<file path="src/dac_ctrl_map.svh">
`ifndef DAC_CTRL_MAP_SVH
`define DAC_CTRL_MAP_SVH

`define CLK_MHZ 10

`define MUTE_TC_US 3800
`define ATTACK_SHORT_US 6300
`define ATTACK_LONG_US 24300
`define RECOVERY_SHORT_US 12300000
`define RECOVERY_LONG_US 24600000
`define MUTE_STEPS 255

`define CMD_WIDTH 13
`define SEL_HI 12
`define SEL_LO 11
`define FIELD_HI 10
`define FIELD_LO 5
`define COEFF_HI 11

`define COEFF_UNITY 12'hfff
`define COEFF_SILENT 12'h000
`define COEFF_MIN 12'h001
`define ATTEN_RESET 12'h000
`define QUIET_LEVEL 16'sh0082

`define COMP_THR_MID 6'h18
`define COMP_THR_MAX 6'h24
`define COMP_RATIO_MID 5'h0c
`define COMP_RATIO_MAX 5'h12
`define FIX_BOOST_MID 8'h6a
`define FIX_BOOST_MAX 8'h98
`define GAIN_FULL 8'hff

`define REG_CTRL 8'h00
`define REG_ATTEN 8'h04
`define REG_MODE 8'h08
`define REG_STATE 8'h0c
`define CTRL_RESET 1'h1
`define CTRL_ENABLE_BIT 0

`endif

</file>
<file path="src/dac_ctrl_pkg.sv">
package dac_ctrl_pkg;

  typedef struct packed {
    logic deemph_enable;
    logic single_channel_select;
    logic channel_pick;
    logic chan_clock_polarity;
    logic compress_strength;
    logic dynamic_disable;
  } mode2_s;

  typedef struct packed {
    logic boost_mode_hi;
    logic boost_mode_lo;
    logic extra_boost;
    logic boost_path_mute;
    logic attack_select;
    logic recovery_select;
  } mode3_s;

  typedef enum logic [2:0] {
    BOOST_OFF,
    BOOST_MID,
    BOOST_MAX,
    BOOST_MAX_HIGH,
    BOOST_MEGA,
    BOOST_MEGA_HIGH
  } boost_e;

  typedef enum logic [1:0] {
    MUTE_IDLE,
    MUTE_RAMP,
    MUTE_HELD
  } mute_e;

endpackage

</file>
<file path="src/serial_cmd_if.sv">
interface serial_cmd_if;
  logic [12:0] word;
  logic        valid;
  modport rx  (output word, output valid);
  modport dec (input word, input valid);
endinterface

</file>
<file path="src/serial_cmd_rx.sv">
`include "dac_ctrl_map.svh"

module serial_cmd_rx (
  input logic       clk,
  input logic       rst_b,
  input logic       shift_pin,
  input logic       latch_pin,
  input logic       data_pin,
  serial_cmd_if.rx  cmd
);
  logic [2:0]            pins;
  logic [2:0]            level;
  logic [2:0]            level_d;
  logic [`CMD_WIDTH-1:0] sreg;
  logic                  shift_rise;
  logic                  latch_rise;

  assign pins = {latch_pin, data_pin, shift_pin};

  // a level only moves once the second and third stages agree
  for (genvar i = 0; i < 3; i++) begin : g_sync
    logic [2:0] chain;
    logic       held;
    always_ff @(posedge clk or negedge rst_b) begin
      if (!rst_b) begin
        chain <= 3'h0;
        held  <= 1'b0;
      end else begin
        chain <= {chain[1:0], pins[i]};
        if (chain[1] == chain[2]) begin
          held <= chain[2];
        end
      end
    end
    assign level[i] = held;
  end

  assign shift_rise = level[0] && !level_d[0];
  assign latch_rise = level[2] && !level_d[2];

  always_ff @(posedge clk or negedge rst_b) begin
    if (!rst_b) begin
      level_d <= 3'h0;
    end else begin
      level_d <= level;
    end
  end

  // data and latch share the filter delay, so they line up with the shift edge
  always_ff @(posedge clk or negedge rst_b) begin
    if (!rst_b) begin
      sreg <= '0;
    end else if (shift_rise) begin
      sreg <= {sreg[`CMD_WIDTH-2:0], level[1]};
    end
  end

  always_ff @(posedge clk or negedge rst_b) begin
    if (!rst_b) begin
      cmd.word  <= '0;
      cmd.valid <= 1'b0;
    end else begin
      cmd.valid <= latch_rise;
      if (latch_rise) begin
        cmd.word <= sreg;
      end
    end
  end

endmodule // serial_cmd_rx

</file>
<file path="src/audio_dac_serial_control_settings.sv">
// Function
// - top bit low: word is attenuator, low twelve bits stored as coefficient
// - codes 001..ffe scale by code/4095; fff unity; 000 silences
// - minimum coefficient and input at or below -48 dB forces zero output
// - input below -(120 dB + attenuation) is lost
// - top bit high, next bit low: word is a mode 2 settings word
// - de-emphasis bit low bypasses filter, high inserts it
// - single channel off gives stereo; on, pick selects left or right
// - polarity low: channel clock low means right; high means left
// - strength low: -24 dB and 12 dB ratio; high: -36 dB and 18
// - dynamic disable low enables compressor, high disables it
// - extra boost high overrides dynamic disable
// - dynamic off: fixed boost 10.6 dB medium, 15.2 dB maximum
// - boost bits pick off/medium/max/max+high; extra boost raises each except off
// - mute bit rising ramps bass path mute over 3.8 ms; clear removes
// - attack time 6.3 ms when select low, 24.3 ms when high
// - recovery time 12.3 s when select low, 24.6 s when high
// - data sampled at each rising shift clock edge; word taken at rising latch edge
// - mode 3: both selectors high; bits 10..5 boost, extra, mute, times
// - mode 2: bits 10..5 de-emphasis, single_channel_select, pick, polarity, strength, disable
`include "dac_ctrl_map.svh"

module audio_dac_serial_control_settings #(
  parameter int unsigned MUTE_CYC     = `MUTE_TC_US * `CLK_MHZ,
  parameter int unsigned ATTACK_S_CYC = `ATTACK_SHORT_US * `CLK_MHZ,
  parameter int unsigned ATTACK_L_CYC = `ATTACK_LONG_US * `CLK_MHZ,
  parameter int unsigned RECOV_S_CYC  = `RECOVERY_SHORT_US * `CLK_MHZ,
  parameter int unsigned RECOV_L_CYC  = `RECOVERY_LONG_US * `CLK_MHZ
)(
  input  logic                 clk,
  input  logic                 rst_b,
  input  logic                 shift_pin,
  input  logic                 latch_pin,
  input  logic                 serial_data_in,
  input  logic                 channel_clock,
  input  logic signed [15:0]   sample_in,
  input  logic                 sample_strobe,
  input  logic                 psel,
  input  logic                 penable,
  input  logic                 pwrite,
  input  logic [7:0]           paddr,
  input  logic [31:0]          pwdata,
  output logic [31:0]          prdata,
  output logic                 pready,
  output logic                 pslverr,
  output logic signed [15:0]   left_out,
  output logic signed [15:0]   right_out,
  output logic                 out_valid,
  output logic                 deemph_enable,
  output logic [5:0]           comp_threshold_db,
  output logic [4:0]           comp_ratio_db,
  output logic                 dynamic_active,
  output dac_ctrl_pkg::boost_e boost_level,
  output logic                 high_boost,
  output logic [7:0]           fixed_boost_tenth_db,
  output logic [7:0]           boost_mute_gain,
  output logic [31:0]          attack_cycles,
  output logic [31:0]          recovery_cycles
);
  localparam int unsigned STEP_CYC =
    (MUTE_CYC / `MUTE_STEPS > 0) ? MUTE_CYC / `MUTE_STEPS : 1;

  serial_cmd_if cmd ();

  logic                 cmd_enable;
  logic [11:0]          atten_coeff;
  dac_ctrl_pkg::mode2_s m2;
  dac_ctrl_pkg::mode3_s m3;
  dac_ctrl_pkg::boost_e next_boost;
  logic [7:0]           next_fixed;
  logic                 next_dynamic;
  dac_ctrl_pkg::mute_e  mute_state;
  logic                 mute_prev;
  logic [31:0]          step_cnt;
  logic [2:0]           cc_chain;
  logic                 cc_level;
  logic signed [15:0]   left_raw;
  logic signed [15:0]   right_raw;
  logic signed [15:0]   route_l;
  logic signed [15:0]   route_r;
  logic                 strobe_d;
  logic [31:0]          rdata;
  logic                 rd_map;
  logic                 apb_take;

  serial_cmd_rx u_rx (
    .clk       (clk),
    .rst_b     (rst_b),
    .shift_pin (shift_pin),
    .latch_pin (latch_pin),
    .data_pin  (serial_data_in),
    .cmd       (cmd.rx)
  );

  always_ff @(posedge clk or negedge rst_b) begin
    if (!rst_b) begin
      atten_coeff <= `ATTEN_RESET;
      m2          <= '0;
      m3          <= '0;
    end else if (cmd.valid && cmd_enable) begin
      if (!cmd.word[`SEL_HI]) begin
        atten_coeff <= cmd.word[`COEFF_HI:0];
      end else if (!cmd.word[`SEL_LO]) begin
        m2 <= dac_ctrl_pkg::mode2_s'(cmd.word[`FIELD_HI:`FIELD_LO]);
      end else begin
        m3 <= dac_ctrl_pkg::mode3_s'(cmd.word[`FIELD_HI:`FIELD_LO]);
      end
    end
  end

  always_comb begin
    next_dynamic = m3.extra_boost || !m2.dynamic_disable;
    case ({m3.boost_mode_hi, m3.boost_mode_lo})
      2'h0: next_boost = dac_ctrl_pkg::BOOST_OFF;
      2'h1: next_boost = m3.extra_boost ? dac_ctrl_pkg::BOOST_MAX : dac_ctrl_pkg::BOOST_MID;
      2'h2: next_boost = m3.extra_boost ? dac_ctrl_pkg::BOOST_MEGA : dac_ctrl_pkg::BOOST_MAX;
      2'h3: next_boost = m3.extra_boost ? dac_ctrl_pkg::BOOST_MEGA_HIGH
                                        : dac_ctrl_pkg::BOOST_MAX_HIGH;
      default: next_boost = dac_ctrl_pkg::BOOST_OFF;
    endcase
    next_fixed = 8'h00;
    if (!next_dynamic) begin
      case (next_boost)
        dac_ctrl_pkg::BOOST_MID:      next_fixed = `FIX_BOOST_MID;
        dac_ctrl_pkg::BOOST_MAX:      next_fixed = `FIX_BOOST_MAX;
        dac_ctrl_pkg::BOOST_MAX_HIGH: next_fixed = `FIX_BOOST_MAX;
        default:                      next_fixed = 8'h00;
      endcase
    end
  end

  always_ff @(posedge clk or negedge rst_b) begin
    if (!rst_b) begin
      deemph_enable        <= 1'b0;
      comp_threshold_db    <= `COMP_THR_MID;
      comp_ratio_db        <= `COMP_RATIO_MID;
      dynamic_active       <= 1'b1;
      boost_level          <= dac_ctrl_pkg::BOOST_OFF;
      high_boost           <= 1'b0;
      fixed_boost_tenth_db <= 8'h00;
      attack_cycles        <= 32'h0;
      recovery_cycles      <= 32'h0;
    end else begin
      deemph_enable        <= m2.deemph_enable;
      comp_threshold_db    <= m2.compress_strength ? `COMP_THR_MAX : `COMP_THR_MID;
      comp_ratio_db        <= m2.compress_strength ? `COMP_RATIO_MAX : `COMP_RATIO_MID;
      dynamic_active       <= next_dynamic;
      boost_level          <= next_boost;
      high_boost           <= m3.boost_mode_hi && m3.boost_mode_lo;
      fixed_boost_tenth_db <= next_fixed;
      attack_cycles        <= m3.attack_select ? ATTACK_L_CYC : ATTACK_S_CYC;
      recovery_cycles      <= m3.recovery_select ? RECOV_L_CYC : RECOV_S_CYC;
    end
  end

  // linear ramp approximates the exponential mute; gain restores at once on clear
  always_ff @(posedge clk or negedge rst_b) begin
    if (!rst_b) begin
      mute_state      <= dac_ctrl_pkg::MUTE_IDLE;
      mute_prev       <= 1'b0;
      step_cnt        <= 32'h0;
      boost_mute_gain <= `GAIN_FULL;
    end else begin
      mute_prev <= m3.boost_path_mute;
      case (mute_state)
        dac_ctrl_pkg::MUTE_IDLE: begin
          boost_mute_gain <= `GAIN_FULL;
          step_cnt        <= 32'h0;
          if (m3.boost_path_mute && !mute_prev) begin
            mute_state <= dac_ctrl_pkg::MUTE_RAMP;
          end
        end
        dac_ctrl_pkg::MUTE_RAMP: begin
          if (!m3.boost_path_mute) begin
            boost_mute_gain <= `GAIN_FULL;
            mute_state      <= dac_ctrl_pkg::MUTE_IDLE;
          end else if (step_cnt == STEP_CYC - 1) begin
            step_cnt        <= 32'h0;
            boost_mute_gain <= boost_mute_gain - 8'h01;
            if (boost_mute_gain == 8'h01) begin
              mute_state <= dac_ctrl_pkg::MUTE_HELD;
            end
          end else begin
            step_cnt <= step_cnt + 32'h1;
          end
        end
        dac_ctrl_pkg::MUTE_HELD: begin
          if (!m3.boost_path_mute) begin
            boost_mute_gain <= `GAIN_FULL;
            mute_state      <= dac_ctrl_pkg::MUTE_IDLE;
          end
        end
        default: mute_state <= dac_ctrl_pkg::MUTE_IDLE;
      endcase
    end
  end

  always_ff @(posedge clk or negedge rst_b) begin
    if (!rst_b) begin
      cc_chain <= 3'h0;
      cc_level <= 1'b0;
    end else begin
      cc_chain <= {cc_chain[1:0], channel_clock};
      if (cc_chain[1] == cc_chain[2]) begin
        cc_level <= cc_chain[2];
      end
    end
  end

  always_ff @(posedge clk or negedge rst_b) begin
    if (!rst_b) begin
      left_raw  <= 16'sh0000;
      right_raw <= 16'sh0000;
      strobe_d  <= 1'b0;
    end else begin
      strobe_d <= sample_strobe;
      if (sample_strobe) begin
        if (cc_level == m2.chan_clock_polarity) begin
          right_raw <= sample_in;
        end else begin
          left_raw <= sample_in;
        end
      end
    end
  end

  always_comb begin
    route_l = left_raw;
    route_r = right_raw;
    if (m2.single_channel_select) begin
      if (m2.channel_pick) begin
        route_l = right_raw;
      end else begin
        route_r = left_raw;
      end
    end
  end

  // x*c/4095 approximated as (p + p/4096)/4096, exact at the end codes
  function automatic logic signed [15:0] scale(input logic signed [15:0] x,
                                               input logic [11:0] c);
    logic signed [28:0] p;
    logic signed [28:0] q;
    p = x * $signed({1'b0, c});
    q = p + (p >>> 12);
    if (c == `COEFF_UNITY) begin
      scale = x;
    end else if (c == `COEFF_SILENT) begin
      scale = 16'sh0000;
    end else if (c == `COEFF_MIN && x <= `QUIET_LEVEL && x >= -(`QUIET_LEVEL)) begin
      scale = 16'sh0000;
    end else begin
      scale = q[27:12];
    end
  endfunction

  always_ff @(posedge clk or negedge rst_b) begin
    if (!rst_b) begin
      left_out  <= 16'sh0000;
      right_out <= 16'sh0000;
      out_valid <= 1'b0;
    end else begin
      out_valid <= strobe_d;
      if (strobe_d) begin
        left_out  <= scale(route_l, atten_coeff);
        right_out <= scale(route_r, atten_coeff);
      end
    end
  end

  assign apb_take = psel && penable && !pready;

  always_comb begin
    rdata  = 32'h0;
    rd_map = 1'b1;
    case (paddr)
      `REG_CTRL:  rdata = {31'h0, cmd_enable};
      `REG_ATTEN: rdata = {20'h0, atten_coeff};
      `REG_MODE:  rdata = {20'h0, m3, m2};
      `REG_STATE: rdata = {20'h0, boost_mute_gain, dynamic_active, boost_level};
      default:    rd_map = 1'b0;
    endcase
  end

  always_ff @(posedge clk or negedge rst_b) begin
    if (!rst_b) begin
      pready  <= 1'b0;
      prdata  <= 32'h0;
      pslverr <= 1'b0;
    end else begin
      pready  <= apb_take;
      pslverr <= apb_take && !rd_map;
      if (apb_take) begin
        prdata <= pwrite ? 32'h0 : rdata;
      end
    end
  end

  always_ff @(posedge clk or negedge rst_b) begin
    if (!rst_b) begin
      cmd_enable <= `CTRL_RESET;
    end else if (psel && penable && pready && pwrite && paddr == `REG_CTRL) begin
      cmd_enable <= pwdata[`CTRL_ENABLE_BIT];
    end
  end
endmodule // audio_dac_serial_control_settings

</file>
<file path="config.mk">
export PLATFORM = sky130hd
export DESIGN_NAME = audio_dac_serial_control_settings
export DESIGN_NICKNAME = d
export VERILOG_FILES = /design/src/dac_ctrl_pkg.sv /design/src/serial_cmd_if.sv /design/src/serial_cmd_rx.sv /design/src/audio_dac_serial_control_settings.sv
export VERILOG_INCLUDE_DIRS = /design/src
export SDC_FILE = /design/constraint.sdc
export NUM_CORES = 2
export LEC_CHECK = 0
export BUFFER_PORTS_ARGS = -buffer_cell sky130_fd_sc_hd__buf_4
export CAP_MARGIN = 15
export CORE_MARGIN = 8
export CORE_UTILIZATION = 50
export CTS_BUF_LIST = sky130_fd_sc_hd__clkbuf_2 sky130_fd_sc_hd__clkbuf_4 sky130_fd_sc_hd__clkbuf_8
export CTS_CLUSTER_DIAMETER = 100
export DETAILED_ROUTE_END_ITERATION = 6
export PLACE_DENSITY = 0.77
export SKIP_CTS_REPAIR_TIMING = 1
export SLEW_MARGIN = 10
export SYNTH_ARGS = -nofsm -noshare
export SYNTH_HDL_FRONTEND = slang
export SYNTH_HIERARCHICAL = 1
export SYNTH_SLANG_ARGS = --single-unit
</file>
<file path="constraint.sdc">
create_clock -name clk -period 9.2 [get_ports clk]
set_input_delay 0.46 -clock clk [delete_from_list [all_inputs] [get_ports clk]]
set_output_delay 0.46 -clock clk [all_outputs]
set_load 0.02 [all_outputs]
</file>
# Word-level counts from Yosys, hierarchy flattened
# Index checks and enable logic that the tools add are counted.
# totals
in_bits,66
output_inout_bits,164
ff_bits,285
wordCells,159
# op_classes
n_eq_ne,25
n_mux,35
n_mul,2
n_addsub,4
n_bitwise,3
reduce_logical,38
order_cmp,4
# ops
cell,n
2-to-1 mux 16 bit,9
2-to-1 mux 32 bit,3
one-hot mux 32 bit (2 select lines),1
multiplier 16 x 13 -> 29 bit,2
adder 28 x 17 -> 28 bit,2
one-hot mux 12 bit (4 select lines),1
"adder 32 x 1 -> 32 bit, second input constant",1
"equality test 32 x 8 -> 1 bit, second input constant",1
">= comparator 16 x 9 -> 1 bit, second input constant",2
"less-or-equal comparator 16 x 9 -> 1 bit, second input constant",2
2-to-1 mux 8 bit,4
2-to-1 mux 28 bit,1
one-hot mux 8 bit (3 select lines),1
2-to-1 mux 18 bit,1
"equality test 8 x 4 -> 1 bit, second input constant",2
one-hot mux 8 bit (2 select lines),1
logical AND 1 bit,15
"equality test 12 x 1 -> 1 bit, second input constant",1
"equality test 12 bit, second input constant",1
logical NOT 12 bit,1
2-to-1 mux 2 bit,6
one-hot mux 3 bit (4 select lines),1
AND reduction 3 bit,3
"equality test 8 x 1 -> 1 bit, second input constant",1
25 further kinds,48

# Longest topological paths before layout
# depth
word_depth,8
ltp_mapped,40
depth_no_buf,38

# Modules after synthesis
# Netlist, hierarchy kept.
# modules_own_cells
mod,cells_per_inst,instances,seq_area_each_um2,area_each_um2
audio_dac_serial_control_settings,2874,1,4217.8,25455.7
serial_cmd_rx,75,1,1026.0,1448.9

# Worst setup path before layout
# No wires, ideal clock.
# synth_timing
path_kind,reg-to-reg
startpoint,register m2[3] (netlist bit)
endpoint,register right_out[14]
t_arrival_ns,8.961
setup_ns,0.139
synth_period_minus_slack_ns,9.100
n_path_buf,2
path_stages_with_launch,39
slack_ns,0.100
required_ns,9.061
cell_sequence,dfrtp_1 nand2b_1 clkbuf_1 mux2_2 clkbuf_1 and2_1 fa_1 inv_1 fa_1 inv_1 fa_1 inv_1 fa_1 fa_1 inv_1 ha_1 or3_1 o221ai_1 [3 not listed] o21bai_1 a21oi_1 o21bai_1 a21oi_1 xnor2_1 ha_1 nand3_1 nor4_1 a22oi_1 o21ai_0 a21oi_1 a21oi_2 nand3_1 o211ai_1 a31oi_1 nor2b_1 mux2_1 or4_1
# synth_between
elab_chain_cells,8
elab_cells_between_ends,11
cone_classes,add/sub: 1; mul: 1; order compare: 2; mux: 5; reduce/logical: 2
# synth_lines
item,line,source
start: declaration,audio_dac_serial_control_settings.sv:67,dac_ctrl_pkg::mode2_s m2;
start signal: assignment,audio_dac_serial_control_settings.sv:104,m2 <= dac_ctrl_pkg::mode2_s'(cmd.word[`FIELD_HI:`FIELD_LO]);
2-to-1 mux 16 bit *,audio_dac_serial_control_settings.sv:231,if (m2.channel_pick) begin
2-to-1 mux 16 bit *,audio_dac_serial_control_settings.sv:230,if (m2.single_channel_select) begin
branches (longest 5 deep; another with multiplier 16 x 13 -> 29 bit),--,
2-to-1 mux 16 bit *,audio_dac_serial_control_settings.sv:246,if (c == `COEFF_UNITY) begin
end signal: assignment,audio_dac_serial_control_settings.sv:266,"right_out <= scale(route_r, atten_coeff);"
end: declaration,audio_dac_serial_control_settings.sv:47,"output logic signed [15:0] right_out,"
# Mark *: on every way between the ends.
# A chain may end at the register's enable or synchronous reset.

# Worst setup path after layout
# Same ends and word-level chain as after synthesis.

==> metrics.md <==
| Metric | Value |
|---|---|
| Outcome | complete, but fails checks |
| Failing checks | negative hold slack |
| Root Buffer | clkbuf_8 |
| HPWL after DPL | 52250 µm |
| Reg2Reg Depth | 38 |
| Vias per Instance | 5.438 |
| CP peak stage delay | 550 ps |
| Switching Fraction | 35.24% |
| Critical path startpoint category | register |
| Worst Skew | 33.99 ps |
| Final hold viol count | 50 |
| Cell Area, Synth | 26900 µm² |
| CP max-delay cell | fa_1 |
| Final period util | 97.07% |
| CP endpoint kind | register |
| R2R setup slack | 270 ps |
| CTS Sinks | 209 |
| Cell area after layout | 29730 µm² |
| Non-filler instance count after layout | 3801 |
| Die Y | 248.0 µm |
| Min cycle time layout | 8930 ps |
| Row cnt | 85 |
| Final Power | 2.718 mW |
| Yosys warnings | 6 |
| Drt pass-1 iters | 5 |
| Async S/R FF share, synth | 100.0% |
| Slew Limit Fails | 0 |
| Crit path from | m2[3] |
| Initial antenna violation count | 5 |
| Die W | 248.0 µm |
| Area Growth Syn to Fin | 10.50% |
| Final nets | 3688 |
| Drt wl/cell | 17.54 µm |
| H-Tree Depth | 1 |
| Register area share after synthesis | 19.49% |
| Final WL | 66690 µm |
| Commonest non-fill, non-tap cell in the layout | inv_1 |
| Vias | 20669 |
| Drt initial violations | 1253 |
| Largest net degree at the start of global routing | 133 |
| Clock transition at the registers of the reported paths | 70 ps |
| Pwr dens | 91.42 nW/µm² |
| Number of global-route vias before repair | 21438 |
| Hold WS | -31.75 ps |
| CTS tree | done |
| GR Util All Layers | 21.86% |
| Reg-to-reg endpoint | right_out[14] |
| Leakage power | 15.54 nW |
| Most frequent cells in the layout | 545 x inv_1, 356 x fa_1, 298 x nand2_1 |
| Clock Latency Late Sink | 620 ps |
| WS Path Type | register to register |
| Final Setup Violations | 0 |
| Max transition margin | 33.71% |
| Layout cell share with drive strength beyond 1 | 16.15% |
| Crit path required time | 9690 ps |
| Placed Area | 28650 µm² |
| Syn Area/Cell | 9.123 µm² |
| Buffers added on ports | 141 |
| Placed Cells | 3730 |
| Int Pwr | 1.760 mW |
| Maximum vdd drop | 135.7 µV |
| Initial core utilization | 50.29% |
| Number of flops mapped to enable cells by yosys | 0 |
| Final core utilization | 55.57% |
| CTS buffer count | 31 |
| R2r startpoint | m2[3] |
| Highest achievable clock rate | 112.0 MHz |
| Slew @ Worst Pin | 994.4 ps |
| Core ar. | 53500 µm² |
| Critical Path AT | 9420 ps |
| Post-synthesis cell count | 2949 |
| Seq pwr share | 41.2% |
| IO Pins | 230 |
| First-pass GRT wire length | 109300 µm |
| Hold crit path type | input pin to async pin |
| Drc violations | 0 |
| CTS Buffer Depth | 3 |
| Top FF cell, synth | dfrtp_1 |
| Die ar. | 61490 µm² |
| Max-Cap Viols | 0 |
| Synth unique cells | 77 |
| Grt ovf | 0 |
| Final GP Congestion | 0.9144 |
| Post-route ant nets | 0 |
| Switching power | 0.9577 mW |
| Combinational Power Share | 27.4% |
| Worst-path fanout max | 7 |
| #FFs+latches synth | 209 |
| Clock power share | 31.4% |
kinds of logic (layout without fill, tap and decap cells):
family | Yosys count | after routing | share of synthesized area (%)
fa+ha+maj | 550 | 550 | 35.46
mux | 134 | 134 | 5.725
xor+xnor | 93 | 93 | 3.162
buf+inv | 764 | 861 | 12.10
other cells | 2 | 61 | 0.02791
simple gates | 796 | 796 | 14.69
compound gates | 401 | 401 | 9.348
flops | 209 | 209 | 19.49
layout make-up:
type / count / area [µm²]
antenna: 3 / 7.507
clock buffer: 43 / 554.3
clock inverter: 15 / 138.9
fill: 4630 / 23770
inverter: 545 / 2046
multi-input combinational: 2032 / 18900
sequential: 209 / 5248
tap: 696 / 870.8
timing repair buffer: 258 / 1968
worst max path at each step:
stage	to	depth (start not counted)
finish	right_out[14]	38
CTS	right_out[14]	38
global route	right_out[14]	39
floorplan	right_out[14]	38
detailed placement	right_out[9]	37
global placement	right_out[14]	38
power by group through the flow:
stage          logic (mW)  clock network, mW  registers (mW)
2_1_floorplan       0.484                  0            1.10
3_3_place_gp        0.704                  0            1.12
3_5_place_dp        0.719                  0            1.13
4_1_cts             0.724              0.868            1.12
5_1_grt             0.807              0.908            1.13
6_report            0.745              0.853            1.12
critical path, delay by kind of cell, from the launching register on:
family | cells | cell delay [ps]
adders and majority gates | 7 | 3180
buffers and inverters | 6 | 530
AOI/OAI and AO/OA | 14 | 2280
xor gates and xnor gates | 1 | 170
and+or+nand+nor | 8 | 1550
DFF | 1 | 430
muxes | 2 | 650
cell usage after synthesis, drive strengths merged, types with 13 or more instances:
| cell type | number | area share, % |
|---|---|---|
| nand3 | 42 | 0.78 |
| nand2b | 20 | 0.47 |
| nor2 | 104 | 1.5 |
| nor2b | 20 | 0.52 |
| nor4 | 18 | 0.42 |
| dfrtp | 198 | 18 |
| xnor2 | 55 | 1.9 |
| fa | 356 | 26 |
| nand4 | 32 | 0.74 |
| clkbuf | 118 | 1.6 |
| a31oi | 18 | 0.42 |
| a21o | 24 | 0.67 |
| nor3 | 27 | 0.50 |
| a21oi | 101 | 1.9 |
| and2 | 187 | 4.3 |
| nand2 | 299 | 4.2 |
| o21ai | 126 | 2.3 |
| buf | 101 | 2.8 |
| inv | 545 | 7.6 |
| a211oi | 13 | 0.36 |
| mux2 | 122 | 5.2 |
| o21bai | 14 | 0.39 |
| ha | 189 | 8.8 |
| a22oi | 27 | 0.75 |
| xor2 | 37 | 1.2 |
layer usage:
metal	vias to the layer above	GRT usage [%]	share of wire, %
met2	734	36.16	47
met1	10305	28.48	42
met5	-	0	0.019
met4	2	6.705	3.1
met3	139	4.842	8.0
li1	9489	-	-
registers in the layout, summed over array words and instances, names as in the netlist, 2 cells and up:
signal and flops:
step_cnt 32, left_out 16, left_raw 16, right_out 16, right_raw 16, u_rx/cmd.word 13, u_rx/sreg 13, atten_coeff 12
prdata 12, u_rx/g_sync.chain 9, boost_mute_gain 8, m2 6, m3 6, attack_cycles 3, boost_level 3, cc_chain 3
fixed_boost_tenth_db 3, u_rx/g_sync.held 3, comp_ratio_db 2, mute_state 2, recovery_cycles 2, u_rx/level_d 2
per-stage QoR:
stage | worst slack [ps] | TNS (ps)
final | 269.6 | 0
after global routing | -159.9 | -471.4
after CTS | -64.34 | -146.9
after detailed placement | 0.6342 | 0
after global placement | 121.0 | 0
after floorplan | 100.0 | 0
No activity file was read; power rests on OpenSTA's default activity.
